`config.mk`:
```
export PLATFORM = sky130hd
export DESIGN_NAME = internal_temp_ratio_measure
export DESIGN_NICKNAME = d
export VERILOG_FILES = /design/src/temp_ratio_pkg.sv /design/src/internal_temp_ratio_measure.sv
export SDC_FILE = /design/constraint.sdc
export NUM_CORES = 1
export LEC_CHECK = 0
export ABC_CLOCK_PERIOD_IN_PS = 2700
export BUFFER_PORTS_ARGS = -buffer_cell sky130_fd_sc_hd__clkbuf_2
export CORE_MARGIN = 2
export CORE_UTILIZATION = 50
export CTS_CLUSTER_SIZE = 24
export DETAILED_ROUTE_END_ITERATION = 7
export PLACE_DENSITY = 0.78
export REMOVE_ABC_BUFFERS = 1
export SYNTH_ARGS = -nofsm -noshare
export SYNTH_HDL_FRONTEND = slang
export SYNTH_SLANG_ARGS = --single-unit
export TNS_END_PERCENT = 20
```
`constraint.sdc`:
```
create_clock -name clk -period 2.7 [get_ports clk]
set_clock_uncertainty 0.05 [all_clocks]
set_input_delay 0.27 -clock clk [delete_from_list [all_inputs] [get_ports clk]]
set_output_delay 0.27 -clock clk [all_outputs]
set_load 0.01 [all_outputs]
```
`src/temp_ratio_pkg.sv`:
```
/*
  Shared constants and carrier types for the internal temperature ratio sequencer.
  Assumes a single 250 MHz clock and a synchronous active-high reset.
*/
package temp_ratio_pkg;
  // ==========================================================
  // Configuration bit positions and result location
  localparam int unsigned CFG1_TEMP_EN_BIT = 8;
  localparam int unsigned CFG14_TEMP_SEL_BIT = 0;
  localparam logic [7:0] RESULT_ADDR = 8'hF5;
  // ==========================================================
  // Widths
  localparam int unsigned CNT_W = 24;
  localparam int unsigned FRAC_W = 20;
  localparam logic [CNT_W-1:0] CNT_RESET = 24'h000000;

  // Path selection for the port analog switches
  typedef struct packed {
    logic gauge_port_c_second;
    logic gauge_port_d_first;
    logic temp_series_in;
    logic temp_resistor_value_select;
  } switch_ctrl_t;

  // Result posting to the result area
  typedef struct packed {
    logic wr;
    logic [7:0] addr;
    logic [CNT_W-1:0] data;
  } result_wr_t;
endpackage

```
`src/internal_temp_ratio_measure.sv`:
```
/*
  Internal temperature ratio sequencer: reference discharge, then series discharge,
  then ratio posting at the end of each measurement cycle.
  Assumes the converter core pulses cycle_end and reports each discharge time
  with a done pulse; all inputs are on the clk domain.
*/
// Overview of operation
// - One shared select drives both temperature resistors identically.
// - Register 14 select bit chooses 300 or 600 ohm resistor.
// - First discharge uses both reference gauges in parallel, resistors excluded.
// - Second discharge uses each gauge in series with its resistor.
// - Control unit sets port switches for each discharge path.
// - Ratio of the two results, temp resistance over gauge, is reported.
// - Measurement runs only when configuration register 1 bit 8 set.
// - At most one measurement per cycle, started at the cycle's end.
// - Ratio posted to result location 245 once the division after the series discharge ends.
`timescale 1ns/1ps
module internal_temp_ratio_measure
  import temp_ratio_pkg::*;
(
  input wire logic clk,
  input wire logic reset,
  input wire logic [15:0] cfg1,
  input wire logic [23:0] cfg14,
  input wire logic cycle_end,
  input wire logic discharge_done,
  input wire logic [temp_ratio_pkg::CNT_W-1:0] discharge_time,
  output temp_ratio_pkg::switch_ctrl_t sw,
  output logic discharge_start,
  output temp_ratio_pkg::result_wr_t result,
  output logic [temp_ratio_pkg::CNT_W-1:0] ratio_out
);
  import temp_ratio_pkg::*;

  // ==========================================================
  // State
  typedef enum logic [2:0] {IDLE, REF_RUN, SER_RUN, DIVIDE, POST} phase_t;

  typedef struct packed {
    phase_t phase;
    switch_ctrl_t sw;
    logic start;
    result_wr_t result;
    logic [CNT_W-1:0] ratio;
    logic [CNT_W-1:0] ref_t;
    logic [CNT_W-1:0] rem;
    logic [CNT_W-1:0] quo;
    logic [4:0] bit_cnt;
  } state_t;

  state_t s_q;
  state_t s_d;

  // One restoring division step: remainder doubled against the reference time
  function automatic logic [CNT_W:0] div_step(input logic [CNT_W-1:0] r,
                                              input logic [CNT_W-1:0] d);
    logic [CNT_W:0] t;
    t = {r, 1'b0};
    if (t >= {1'b0, d})
      div_step = t - {1'b0, d};
    else
      div_step = t;
  endfunction

  logic [CNT_W:0] step;

  always_comb
  begin
    s_d = s_q;
    s_d.start = 1'b0;
    s_d.result.wr = 1'b0;
    step = div_step(s_q.rem, s_q.ref_t);
    s_d.sw.temp_resistor_value_select = cfg14[CFG14_TEMP_SEL_BIT];
    // Busy phases ignore cycle_end, so at most one run per cycle
    case (s_q.phase)
      IDLE:
      begin
        s_d.sw.gauge_port_c_second = 1'b0;
        s_d.sw.gauge_port_d_first = 1'b0;
        s_d.sw.temp_series_in = 1'b0;
        if (cycle_end && cfg1[CFG1_TEMP_EN_BIT])
        begin
          s_d.sw.gauge_port_c_second = 1'b1;
          s_d.sw.gauge_port_d_first = 1'b1;
          s_d.start = 1'b1;
          s_d.phase = REF_RUN;
        end
      end
      REF_RUN:
        if (discharge_done)
        begin
          // switch setting
          // Floored at one so the divider never sees a zero divisor
          s_d.ref_t = (discharge_time == CNT_RESET) ? 24'h000001 : discharge_time;
          s_d.sw.temp_series_in = 1'b1;
          s_d.start = 1'b1;
          s_d.phase = SER_RUN;
        end
      SER_RUN:
        if (discharge_done)
        begin
          // Only the excess of series time over reference time is divided; zero when there is none
          s_d.rem = (discharge_time > s_q.ref_t) ? discharge_time - s_q.ref_t : CNT_RESET;
          s_d.quo = CNT_RESET;
          s_d.bit_cnt = 5'(FRAC_W);
          s_d.sw.gauge_port_c_second = 1'b0;
          s_d.sw.gauge_port_d_first = 1'b0;
          s_d.sw.temp_series_in = 1'b0;
          s_d.phase = DIVIDE;
        end
      DIVIDE:
      begin
        s_d.rem = step[CNT_W-1:0];
        s_d.quo = {s_q.quo[CNT_W-2:0], step != {s_q.rem, 1'b0}};
        s_d.bit_cnt = s_q.bit_cnt - 5'h01;
        if (s_q.bit_cnt == 5'h01)
          s_d.phase = POST;
      end
      POST:
      begin
        s_d.ratio = s_q.quo;
        s_d.result.wr = 1'b1;
        s_d.result.addr = RESULT_ADDR;
        s_d.result.data = s_q.quo;
        s_d.phase = IDLE;
      end
      default:
        s_d.phase = IDLE;
    endcase
  end

  always_ff @(posedge clk)
  begin
    if (reset)
    begin
      // All outputs read zero while reset is held
      s_q <= '0;
      s_q.phase <= IDLE;
    end
    else
      s_q <= s_d;
  end

  assign sw = s_q.sw;
  assign discharge_start = s_q.start;
  assign result = s_q.result;
  assign ratio_out = s_q.ratio;

  // ==========================================================
  // Checks
  ref_path_a: assert property (@(posedge clk) disable iff (reset)
    (s_q.phase == REF_RUN) |-> (sw.gauge_port_c_second && sw.gauge_port_d_first
      && !sw.temp_series_in))
    else $error("reference path wrong");
  ser_path_a: assert property (@(posedge clk) disable iff (reset)
    (s_q.phase == SER_RUN) |-> (sw.gauge_port_c_second && sw.gauge_port_d_first
      && sw.temp_series_in))
    else $error("series path missing");
  enable_gate_a: assert property (@(posedge clk) disable iff (reset)
    (s_q.phase == IDLE && cycle_end && !cfg1[CFG1_TEMP_EN_BIT]) |=> s_q.phase == IDLE)
    else $error("ran while disabled");
  sel_follow_a: assert property (@(posedge clk) disable iff (reset)
    !$past(reset) |-> sw.temp_resistor_value_select == $past(cfg14[CFG14_TEMP_SEL_BIT]))
    else $error("select not following");
  post_addr_a: assert property (@(posedge clk) disable iff (reset)
    result.wr |-> (result.addr == RESULT_ADDR && result.data == ratio_out))
    else $error("bad post");
  ratio_hold_a: assert property (@(posedge clk) disable iff (reset)
    !$past(result.wr) && !result.wr |-> $stable(ratio_out))
    else $error("ratio changed without post");
  start_pulse_a: assert property (@(posedge clk) disable iff (reset)
    discharge_start |=> !discharge_start)
    else $error("start not a pulse");
  divide_len_a: assert property (@(posedge clk) disable iff (reset)
    ($rose(s_q.phase == DIVIDE)) |-> ##20 (s_q.phase == POST))
    else $error("divide length wrong");

  // ==========================================================
  // Sequencing checks
  start_first_a: assert property (@(posedge clk) disable iff (reset)
    (s_q.phase == IDLE && cycle_end && cfg1[CFG1_TEMP_EN_BIT]) |=> (discharge_start
      && s_q.phase == REF_RUN))
    else $error("reference run not started");
  series_next_a: assert property (@(posedge clk) disable iff (reset)
    (s_q.phase == REF_RUN && discharge_done) |=> (discharge_start && s_q.phase == SER_RUN))
    else $error("series run not started");
  idle_ports_a: assert property (@(posedge clk) disable iff (reset)
    (s_q.phase == IDLE || s_q.phase == DIVIDE || s_q.phase == POST)
      |-> !(sw.gauge_port_c_second || sw.gauge_port_d_first || sw.temp_series_in))
    else $error("ports switched outside a run");
  busy_refuse_a: assert property (@(posedge clk) disable iff (reset)
    (s_q.phase == SER_RUN && cycle_end && !discharge_done) |=> s_q.phase == SER_RUN)
    else $error("busy run disturbed");
  done_ignored_a: assert property (@(posedge clk) disable iff (reset)
    (s_q.phase == IDLE && discharge_done && !cycle_end) |=> s_q.phase == IDLE)
    else $error("stray done accepted");
  start_phase_a: assert property (@(posedge clk) disable iff (reset)
    discharge_start |-> (s_q.phase == REF_RUN || s_q.phase == SER_RUN))
    else $error("start outside a run");
  divide_quiet_a: assert property (@(posedge clk) disable iff (reset)
    (s_q.phase == DIVIDE) |-> !discharge_start)
    else $error("start while dividing");
  wr_pulse_a: assert property (@(posedge clk) disable iff (reset)
    result.wr |=> !result.wr)
    else $error("post not a pulse");
  quo_width_a: assert property (@(posedge clk) disable iff (reset)
    (s_q.phase == POST) |-> (s_q.quo[CNT_W-1:FRAC_W] == '0))
    else $error("ratio wider than fraction");
endmodule

```
# Word level (Yosys, flattened, before mapping)

Cells that the tools add are included.

Reductions and logical operators: 11
Equality and inequality tests: 10
$mul: 0
Div/mod/pow operators: 0
Order comparisons: 2
Bitwise gates (word level): 0
Add/subtract/negate cells: 3
Muxes and demuxes: 17
Shift operators: 0

Operators with widths:

| operator            | number |
|---|---|
| $pmux 53 s2         | 1 |
| $mux 57             | 1 |
| $mux 53             | 1 |
| $mux 24             | 2 |
| $ge 25x24->1        | 1 |
| $mux 25             | 1 |
| $ne 25x25->1        | 1 |
| $sub 25x24->25      | 1 |
| $gt 24x24->1        | 1 |
| $logic_not 24->1    | 1 |
| $sub 24x24->24      | 1 |
| $pmux 3 s4          | 1 |
| $ne 2x2->1 const B  | 4 |
| $eq 3x2->1 const B  | 2 |
| $mux 3              | 2 |
| $mux 6              | 1 |
| $reduce_and 2->1    | 3 |
| $eq 5x1->1 const B  | 1 |
| $mux 5              | 1 |
| $sub 5x1->5 const B | 1 |
| $pmux 2 s2          | 1 |
| $reduce_and 4->1    | 1 |
| $reduce_bool 2->1   | 2 |
| $eq 3x1->1 const B  | 1 |
| 8 further kinds     | 10 |

Latch bits: 0
Memories kept: 0
Bits in registers: 111
Logic and storage cells: 56
Bits in read-only memories: 0
Bits of input ports: 68
RAM bits: 0
Output and inout bits: 62

# Longest topological paths before layout

Gate-level depths: netlist of run 1.

Depth after elaboration: 4
Depth in mapped cells: 14
Gate-level depth less buffers: 13

# Worst setup path after synthesis of run 1

OpenSTA, ideal clock, no wires.

Path type: reg-to-reg
Start: reg s_q[53] in the netlist's numbering
End: reg s_q[45] in the netlist's numbering
Cell stages (with the launch flop): 14
Buffers on the path: 1
Path slack: -0.288 ns
Arrival time: 2.806 ns
Required time: 2.518 ns
Cells stage by stage: dfxtp_1 ha_1 inv_1 fa_1 a21o_1 a21o_1 a2111oi_2 o311ai_1 nor2b_1 a2111oi_4 nor3_2 buf_6 a222oi_1 a21oi_1

Cells in the longest elaborated chain, start to end: 4

Ends and longest elaborated chain:

| element                                               | line                               | source |
|---|---|---|
| from (decl)                                           | internal_temp_ratio_measure.sv:51  | `state_t s_q;` |
| $sub 24x24->24 / $gt 24x24->1 (equally long branches) | internal_temp_ratio_measure.sv:103 | `s_d.rem = (discharge_time > s_q.ref_t) ? discharge_time - s_q.ref_t : CNT_RESET;` |
| $mux 24                                               | internal_temp_ratio_measure.sv:103 |  |
| $mux 53                                               | internal_temp_ratio_measure.sv:100 | `if (discharge_done)` |
| $pmux 53 s2 (*)                                       | internal_temp_ratio_measure.sv:75  | `case (s_q.phase)` |

Every way passes the cells marked *; elsewhere a longest branch is shown, timed or not. The select of a mux whose other input is x is not followed.
A chain may end at the register's enable or synchronous reset.

# Worst setup path in the final report of run 1

Start: reg s_q[57] in the netlist's numbering
End: reg s_q[35] in the netlist's numbering

Same word-level chain as after synthesis.

==> implementation parameters, run 1 <==
Parameter                              Value

Outcome
  Outcome    finished with violations
  Violations in the final reports    negative setup slack

Setup path
  Arrival @ worst endpoint    3.41 ns
  Endpoint required time on the critical path    2.92 ns
  Setup crit start kind    flip-flop
  Critical path type    reg2reg
  R2R setup slack    -0.49 ns
  Most frequent cell on the critical path    buf_4
  Critical-path cell list    inv_1 -> ha_1 -> and2_4 -> o21ai_1 -> buf_4 -> a21oi_4 -> nor4_1 -> buf_4 -> o21ai_4 -> buf_12 -> mux2i_1 -> nand2_1 -> a21oi_1
  Endpoint kind of the worst setup timing path    flip-flop
  Category of cells accounting for the largest share of critical-path delay    compound AO/OA/AOI/OAI gates
  Maximum fanout count along the critical path    9
  Slowest stage delay, CP    0.41 ns
  Critical-path top delay cell    ha_1
  Number of buffer and inverter instances along the worst setup path    4

Logic synthesis
  Cell type with the largest total area after synthesis    dfxtp_1
  Most frequent cell after synthesis    nand2_1
  Area share of the largest cell type after synthesis    26.3%
  EDFF count, synth    0
  Post-Syn Area    8370 um2
  Number of cells produced by synthesis    1,040
  Most common library cells after synthesis    nand2_1 (150), dfxtp_1 (110), a21oi_1 (98), nor2_1 (72), buf_4 (64)
  Number of warning messages in the yosys log    0
  Syn avg cell area    8.05 um2
  Flip-flop and latch count after synthesis    110
  Sequential area share after synthesis    26.3%
  Async set or reset register ratio after synthesis    0%
  Number of distinct library cells after synthesis    92
  Top FF cell, synth    dfxtp_1
  Synth top area cells    dfxtp_1 (26%), ha_1 (7.5%), nand2_1 (6.7%)

Route
  Average vias per placed instance    6.00
  Highest layer used for signal routing    met4
  Residual antenna-violating net count after detailed routing    0
  Wire length on met2    12,700 um
  Number of DRC violations after detailed-routing iteration 0    904
  Number of detailed-routing iterations run before antenna repair    6
  Wire per inst    18.6 um
  Metal1 wirelength    11,500 um
  Final WL    27,800 um
  DR vias    8,942
  DRC violation count after routing    0
  Amount of wire on met3 after detailed routing    2230 um

Timing
  Max-slew violation count    0
  Rel. slew slack    38.6%
  Setup violators final    25
  Worst path setup slack after routing    -0.493 ns
  Pin slew with the least headroom to its limit    0.921 ns
  RSZ-0062 raised after global routing    yes
  Period utilisation layout    118%
  Final period demand of the worst path    3.19 ns
  Hold Vio Cnt, Final    0
  Maximum clock frequency    0.313 GHz
  Setup TNS Final    -7.31 ns

Placed design
  Port Buffers    89
  Setup Slack @ Placement    -0.587 ns
  Final HPWL from detailed placement    19,900 um
  Final weighted congestion in routability-driven placement    1.05

Power
  Power share of the sequential group    25.3%
  Internal power contribution    4.16 mW
  Maximum vdd drop    0.649 mV
  P_sw    2.54 mW
  Proportion of power drawn by combinational gates    54.4%
  Pwr per Cell Area    621 nW/um2
  Net Sw Frac    37.9%
  Total power of the final layout    6.70 mW
  Standby leakage power    4.81 nW
  Share of power burned in the clock network    20.3%

Clock network
  Clk pin slew, worst setup/hold paths    0.08 ns
  # H-tree levels    3
  Clock tree from TritonCTS    yes
  CTS max path bufs    2
  CTS Buf Count    9
  Clock latency at the later pin of the worst-skew pair    0.37 ns
  Root cell of the clock tree    clkbuf_16
  Sinks on the clock net    110
  Quantity of hold-fixing buffers added after cts    0

Cells and area
  Diode insertion count for antenna repair    0
  Post-route core utilization    65.5%
  Number of filler cells placed in the layout    1,281
  Fraction of layout cells with a size suffix above 1    33.6%
  Final nets    1,385
  Layout overhead on the synthesized area    28.9%

Global route
  Leftover overflow at the end of global routing    0
  Pin count of the biggest net entering global routing    36
  Global-route wire length before repair    42,000 um
  All-layer global routing usage    29.2%
  Via count of the first global-routing pass    8,198
  Initial antenna violation count    0

Die
  Floorplan Core Area    16,500 um2
  Die X-Extent    133 um
  Core Rows    47
  Io pins    130
  Starting utilization of the core area    50.8%
  Die Y    133 um
  Area of the die    17,800 um2

Flow run
  Number of maximum-capacitance violations    0

Min path
  Type of the tightest min-delay check    in2reg
==> final cells by class <==
class	instances	area (um2)	share of cell area, %
multi-input cells	771	5500	50.9
repair buffers	331	2360	21.8
flip-flops and latches	110	2200	20.4
well taps	220	275	2.55
clock buffers	9	225	2.09
inverters	42	158	1.46
clock inverters	7	77.6	0.719
==> path summary, 6_finish.rpt <==
check,depth (start not counted),start,to
max,13,s_q[57],s_q[35]
min,2,cfg14[0],sw[0]
max reg2reg,13,s_q[57],s_q[35]
min reg2reg,2,s_q[68],s_q[68]
==> power by group through the flow <==
stage | clock [mW] | combinational [mW] | sequential [mW]
floorplan | 0 | 1.77 | 1.74
global placement | 0 | 3.06 | 1.72
detailed placement | 0 | 3.08 | 1.73
CTS | 1.36 | 3.20 | 1.69
global route | 1.42 | 3.83 | 1.70
finish | 1.36 | 3.64 | 1.69
==> per-layer routing <==
| layer | track usage, % | vias to the layer above |
|---|---|---|
| met3 | 4.11 | 128 |
| li1 | - | 4124 |
| met5 | 0 | - |
| met4 | 11.8 | 0 |
| met1 | 39.1 | 4183 |
| met2 | 47.5 | 507 |
==> per-stage QoR <==
step / instances / instance area (um2) / hold slack [ns]
floorplan: 923 / 7540 / 0.289
finish: 1490 / 10800 / 0.0702
detailed placement: 1458 / 10000 / 0.398
CTS: 1481 / 10600 / 0.0682
global placement: 1458 / 10000 / 0.393
global route: 1490 / 10800 / 0.0848
==> timing repair <==
| item | in CTS | in global routing |
|---|---|---|
| pin swaps | 3 | 9 |
| cloned | 1 | 1 |
| hold endpoints to repair | 0 | 0 |
| gates resized for setup | 38 | 26 |
| endpoints found under the setup margin | 25 | 25 |
| buffers inserted | 6 | 8 |
==> registers in the layout, summed over array words and instances, names as in the netlist <==
register / flops
ratio_out: 24
sw: 3
s_q: 80
result: 2
discharge_start: 1
==> cells by family after synthesis <==
family	Yosys count	synth area share, %
adder cells (fa/ha/maj)	52	7.95
XOR/XNOR	59	7.20
flip-flops	110	26.3
buffers and inverters	160	11.8
AND/OR/NAND/NOR	343	19.3
AO/OA/AOI/OAI	294	24.8
other	1	0.0448
multiplexers	21	2.59
==> cell usage in the layout (no fill, tap or decap), types with 17 or more instances in the layout <==
cell type | Yosys | layout
a22o_1 | 18 | 18
inv_1 | 42 | 40
dfxtp_1 | 110 | 109
xor2_1 | 17 | 17
o21ai_0 | 23 | 18
clkbuf_2 | 1 | 88
xnor2_1 | 36 | 34
ha_1 | 50 | 43
buf_4 | 64 | 234
nor3_1 | 18 | 18
a21oi_1 | 98 | 96
a21o_1 | 24 | 24
nor2_1 | 72 | 70
nand2_1 | 150 | 150
No activity file was read; power rests on OpenSTA's default activity.
==> run 2: changes to the inputs <==
CTS_CLUSTER_SIZE = 20   (was 24)
PLACE_DENSITY = 0.74   (was 0.78)
==> run 2 against run 1 <==
The run still ends with negative setup slack left. Sequential share of layout area is 0.079 points lower. Routed wire length is 5.7% lower. Worst setup slack better by 0.12 ns. Sequential cell count stayed put. Critical path depth stayed put. Count of clock-buffer cells in the layout stayed put. Power is 3.3% lower. Global-route usage is 0.91 points lower. First-iteration DRC count is 7.5% lower. Worst hold slack worse by 0.0071 ns. Core utilization is 0.40 points higher. Fmax is 3.8% higher. Critical path type unchanged. Critical endpoint is now s_q[51].
==> implementation parameters, run 2 (synthesis gave the netlist of run 1 again) <==
Parameter                              Value

Clock network
  CTS Buf Count    9
  CTS max path bufs    2
  Sinks on the clock net    110
  Root cell of the clock tree    clkbuf_16
  Clk pin slew, worst setup/hold paths    0.08 ns
  # H-tree levels    3
  Clock tree from TritonCTS    yes
  Clock latency at the later pin of the worst-skew pair    0.37 ns

Outcome
  Outcome    finished with violations
  Violations in the final reports    negative setup slack

Route
  Final WL    26,200 um
  DR vias    8,561
  DRC violation count after routing    0
  Number of DRC violations after detailed-routing iteration 0    836
  Residual antenna-violating net count after detailed routing    0
  Average vias per placed instance    5.80
  Wire per inst    17.7 um
  Number of detailed-routing iterations run before antenna repair    5

Cells and area
  Commonest non-fill, non-tap cell in the layout    buf_4
  Layout overhead on the synthesized area    29.7%
  Post-layout instance count excluding filler cells    1,477
  Diode insertion count for antenna repair    0
  Number of filler cells placed in the layout    1,356
  Number of flip-flops under the largest register name    80
  Largest register by flop count    s_q
  Final nets    1,372
  Fraction of layout cells with a size suffix above 1    35.1%
  Multi-input gate area    5680 um2
  Area used by sequential logic in the layout    2210 um2
  Cell area after layout    10,900 um2
  Commonest cells after routing, fill and taps aside    buf_4 (224), nand2_1 (150), dfxtp_1 (105)

Power
  Standby leakage power    4.75 nW
  Pwr per Cell Area    596 nW/um2
  Maximum vdd drop    0.478 mV

Timing
  Final period demand of the worst path    3.08 ns
  Hold Vio Cnt, Final    0
  Max-slew violation count    0
  Setup TNS Final    -6.93 ns
  Pin slew with the least headroom to its limit    1.07 ns
  Maximum clock frequency    0.325 GHz
  Rel. slew slack    28.8%
  Setup violators final    25
  Worst path setup slack after routing    -0.376 ns
  RSZ-0062 raised after global routing    yes
  Period utilisation layout    114%

Die
  Io pins    130
  Starting utilization of the core area    50.8%
  Floorplan Core Area    16,500 um2
  Area of the die    17,800 um2
  Core Rows    47
  Die Y    133 um
  Die X-Extent    133 um

Global route
  All-layer global routing usage    28.3%
  Pin count of the biggest net entering global routing    39
  Leftover overflow at the end of global routing    0
  Global-route wire length before repair    40,500 um
  Initial antenna violation count    0
  Via count of the first global-routing pass    7,987

Placed design
  Final HPWL from detailed placement    19,500 um
  Placed inst area    9960 um2
  Setup Slack @ Placement    -0.598 ns
  Placed cell count    1,452
  Final weighted congestion in routability-driven placement    1.01
  Port Buffers    89

Setup path
  RR Startpoint    s_q[53]
  Critical path type    reg2reg
  Crit path launch    s_q[53]
  Arrival @ worst endpoint    3.28 ns
  Maximum fanout count along the critical path    2
  Endpoint required time on the critical path    2.90 ns
  Number of cells on the worst reg-to-reg path    13
  Capturing point of the worst reg2reg path    s_q[51]
  Endpoint kind of the worst setup timing path    flip-flop
  R2R setup slack    -0.38 ns
  Capture point of the critical path    s_q[51]
  Setup crit start kind    flip-flop

Flow run
  Number of maximum-capacitance violations    0

Min path
  Type of the tightest min-delay check    in2reg
==> run 2: changes by cell type in the layout (fill, tap and decap cells not counted), moves of 3 or more <==
cell,before,now
ha_4,5,13
dfxtp_2,1,5
dfxtp_1,109,105
ha_1,43,37
inv_2,2,5
inv_1,40,36
buf_4,234,224
==> run 2: where the power goes <==
part | internal, mW | leakage (nW) | total, mW | switching [mW]
registers | 1.66 | 0.891 | 1.69 | 0.0289
clock network | 0.668 | 0.150 | 1.39 | 0.719
logic | 1.70 | 3.71 | 3.40 | 1.69
==> run 2: per-layer routing <==
metal	vias up	routed length [um]	GRT usage (%)
li1	4085	-	-
met3	62	1620	3.54
met5	-	0	0
met4	0	867	10.1
met1	4073	11500	38.0
met2	341	12200	46.8
==> run 2: worst min path at each step <==
stage,start,to,slack [ns],cells after the start
6_report,cfg14[0],sw[0],0.06,2
5_1_grt,cfg14[0],sw[0],0.08,2
4_1_cts,cfg14[0],sw[0],0.06,2
3_5_place_dp,s_q[71],s_q[71],0.40,2
3_3_place_gp,s_q[62],s_q[62],0.39,2
2_1_floorplan,reset,ratio_out[0],0.29,1
==> run 2: timing repair <==
| item | 4_1_cts | 5_1_grt |
|---|---|---|
| cloned | 0 | 1 |
| resized for setup | 31 | 63 |
| setup buffers | 2 | 6 |
| hold buffers | 0 | 0 |
| endpoints found under the setup margin | 25 | 25 |
| pin swaps | 7 | 18 |
==> run 2: stage by stage <==
step,hold WS [ns],utilization [%],power (mW)
floorplan,0.289,-,3.50
global placement,0.392,60.5,4.75
detailed placement,0.397,60.5,4.77
CTS,0.0558,63.4,6.23
global route,0.0766,65.9,6.79
finish,0.0631,65.9,6.48
==> run 2: layout make-up <==
type / count / share of cell area, %
well taps: 220 / 2.54
multi-input cells: 771 / 52.3
clock buffers: 9 / 2.07
flip-flops and latches: 110 / 20.3
inverters: 42 / 1.47
clock inverters: 7 / 0.749
repair buffers: 318 / 20.5
==> run 2: worst max-delay path, stage by stage, from the launching register on <==
cell	delay (ns)
dfxtp_2	0.35
ha_4	0.13
inv_2	0.03
fa_2	0.34
a21o_1	0.20
a21o_1	0.22
a2111oi_4	0.41
buf_4	0.18
o211ai_1	0.13
a31oi_2	0.24
o21ai_1	0.12
xor2_1	0.15
a222oi_1	0.33
nor2_1	0.07
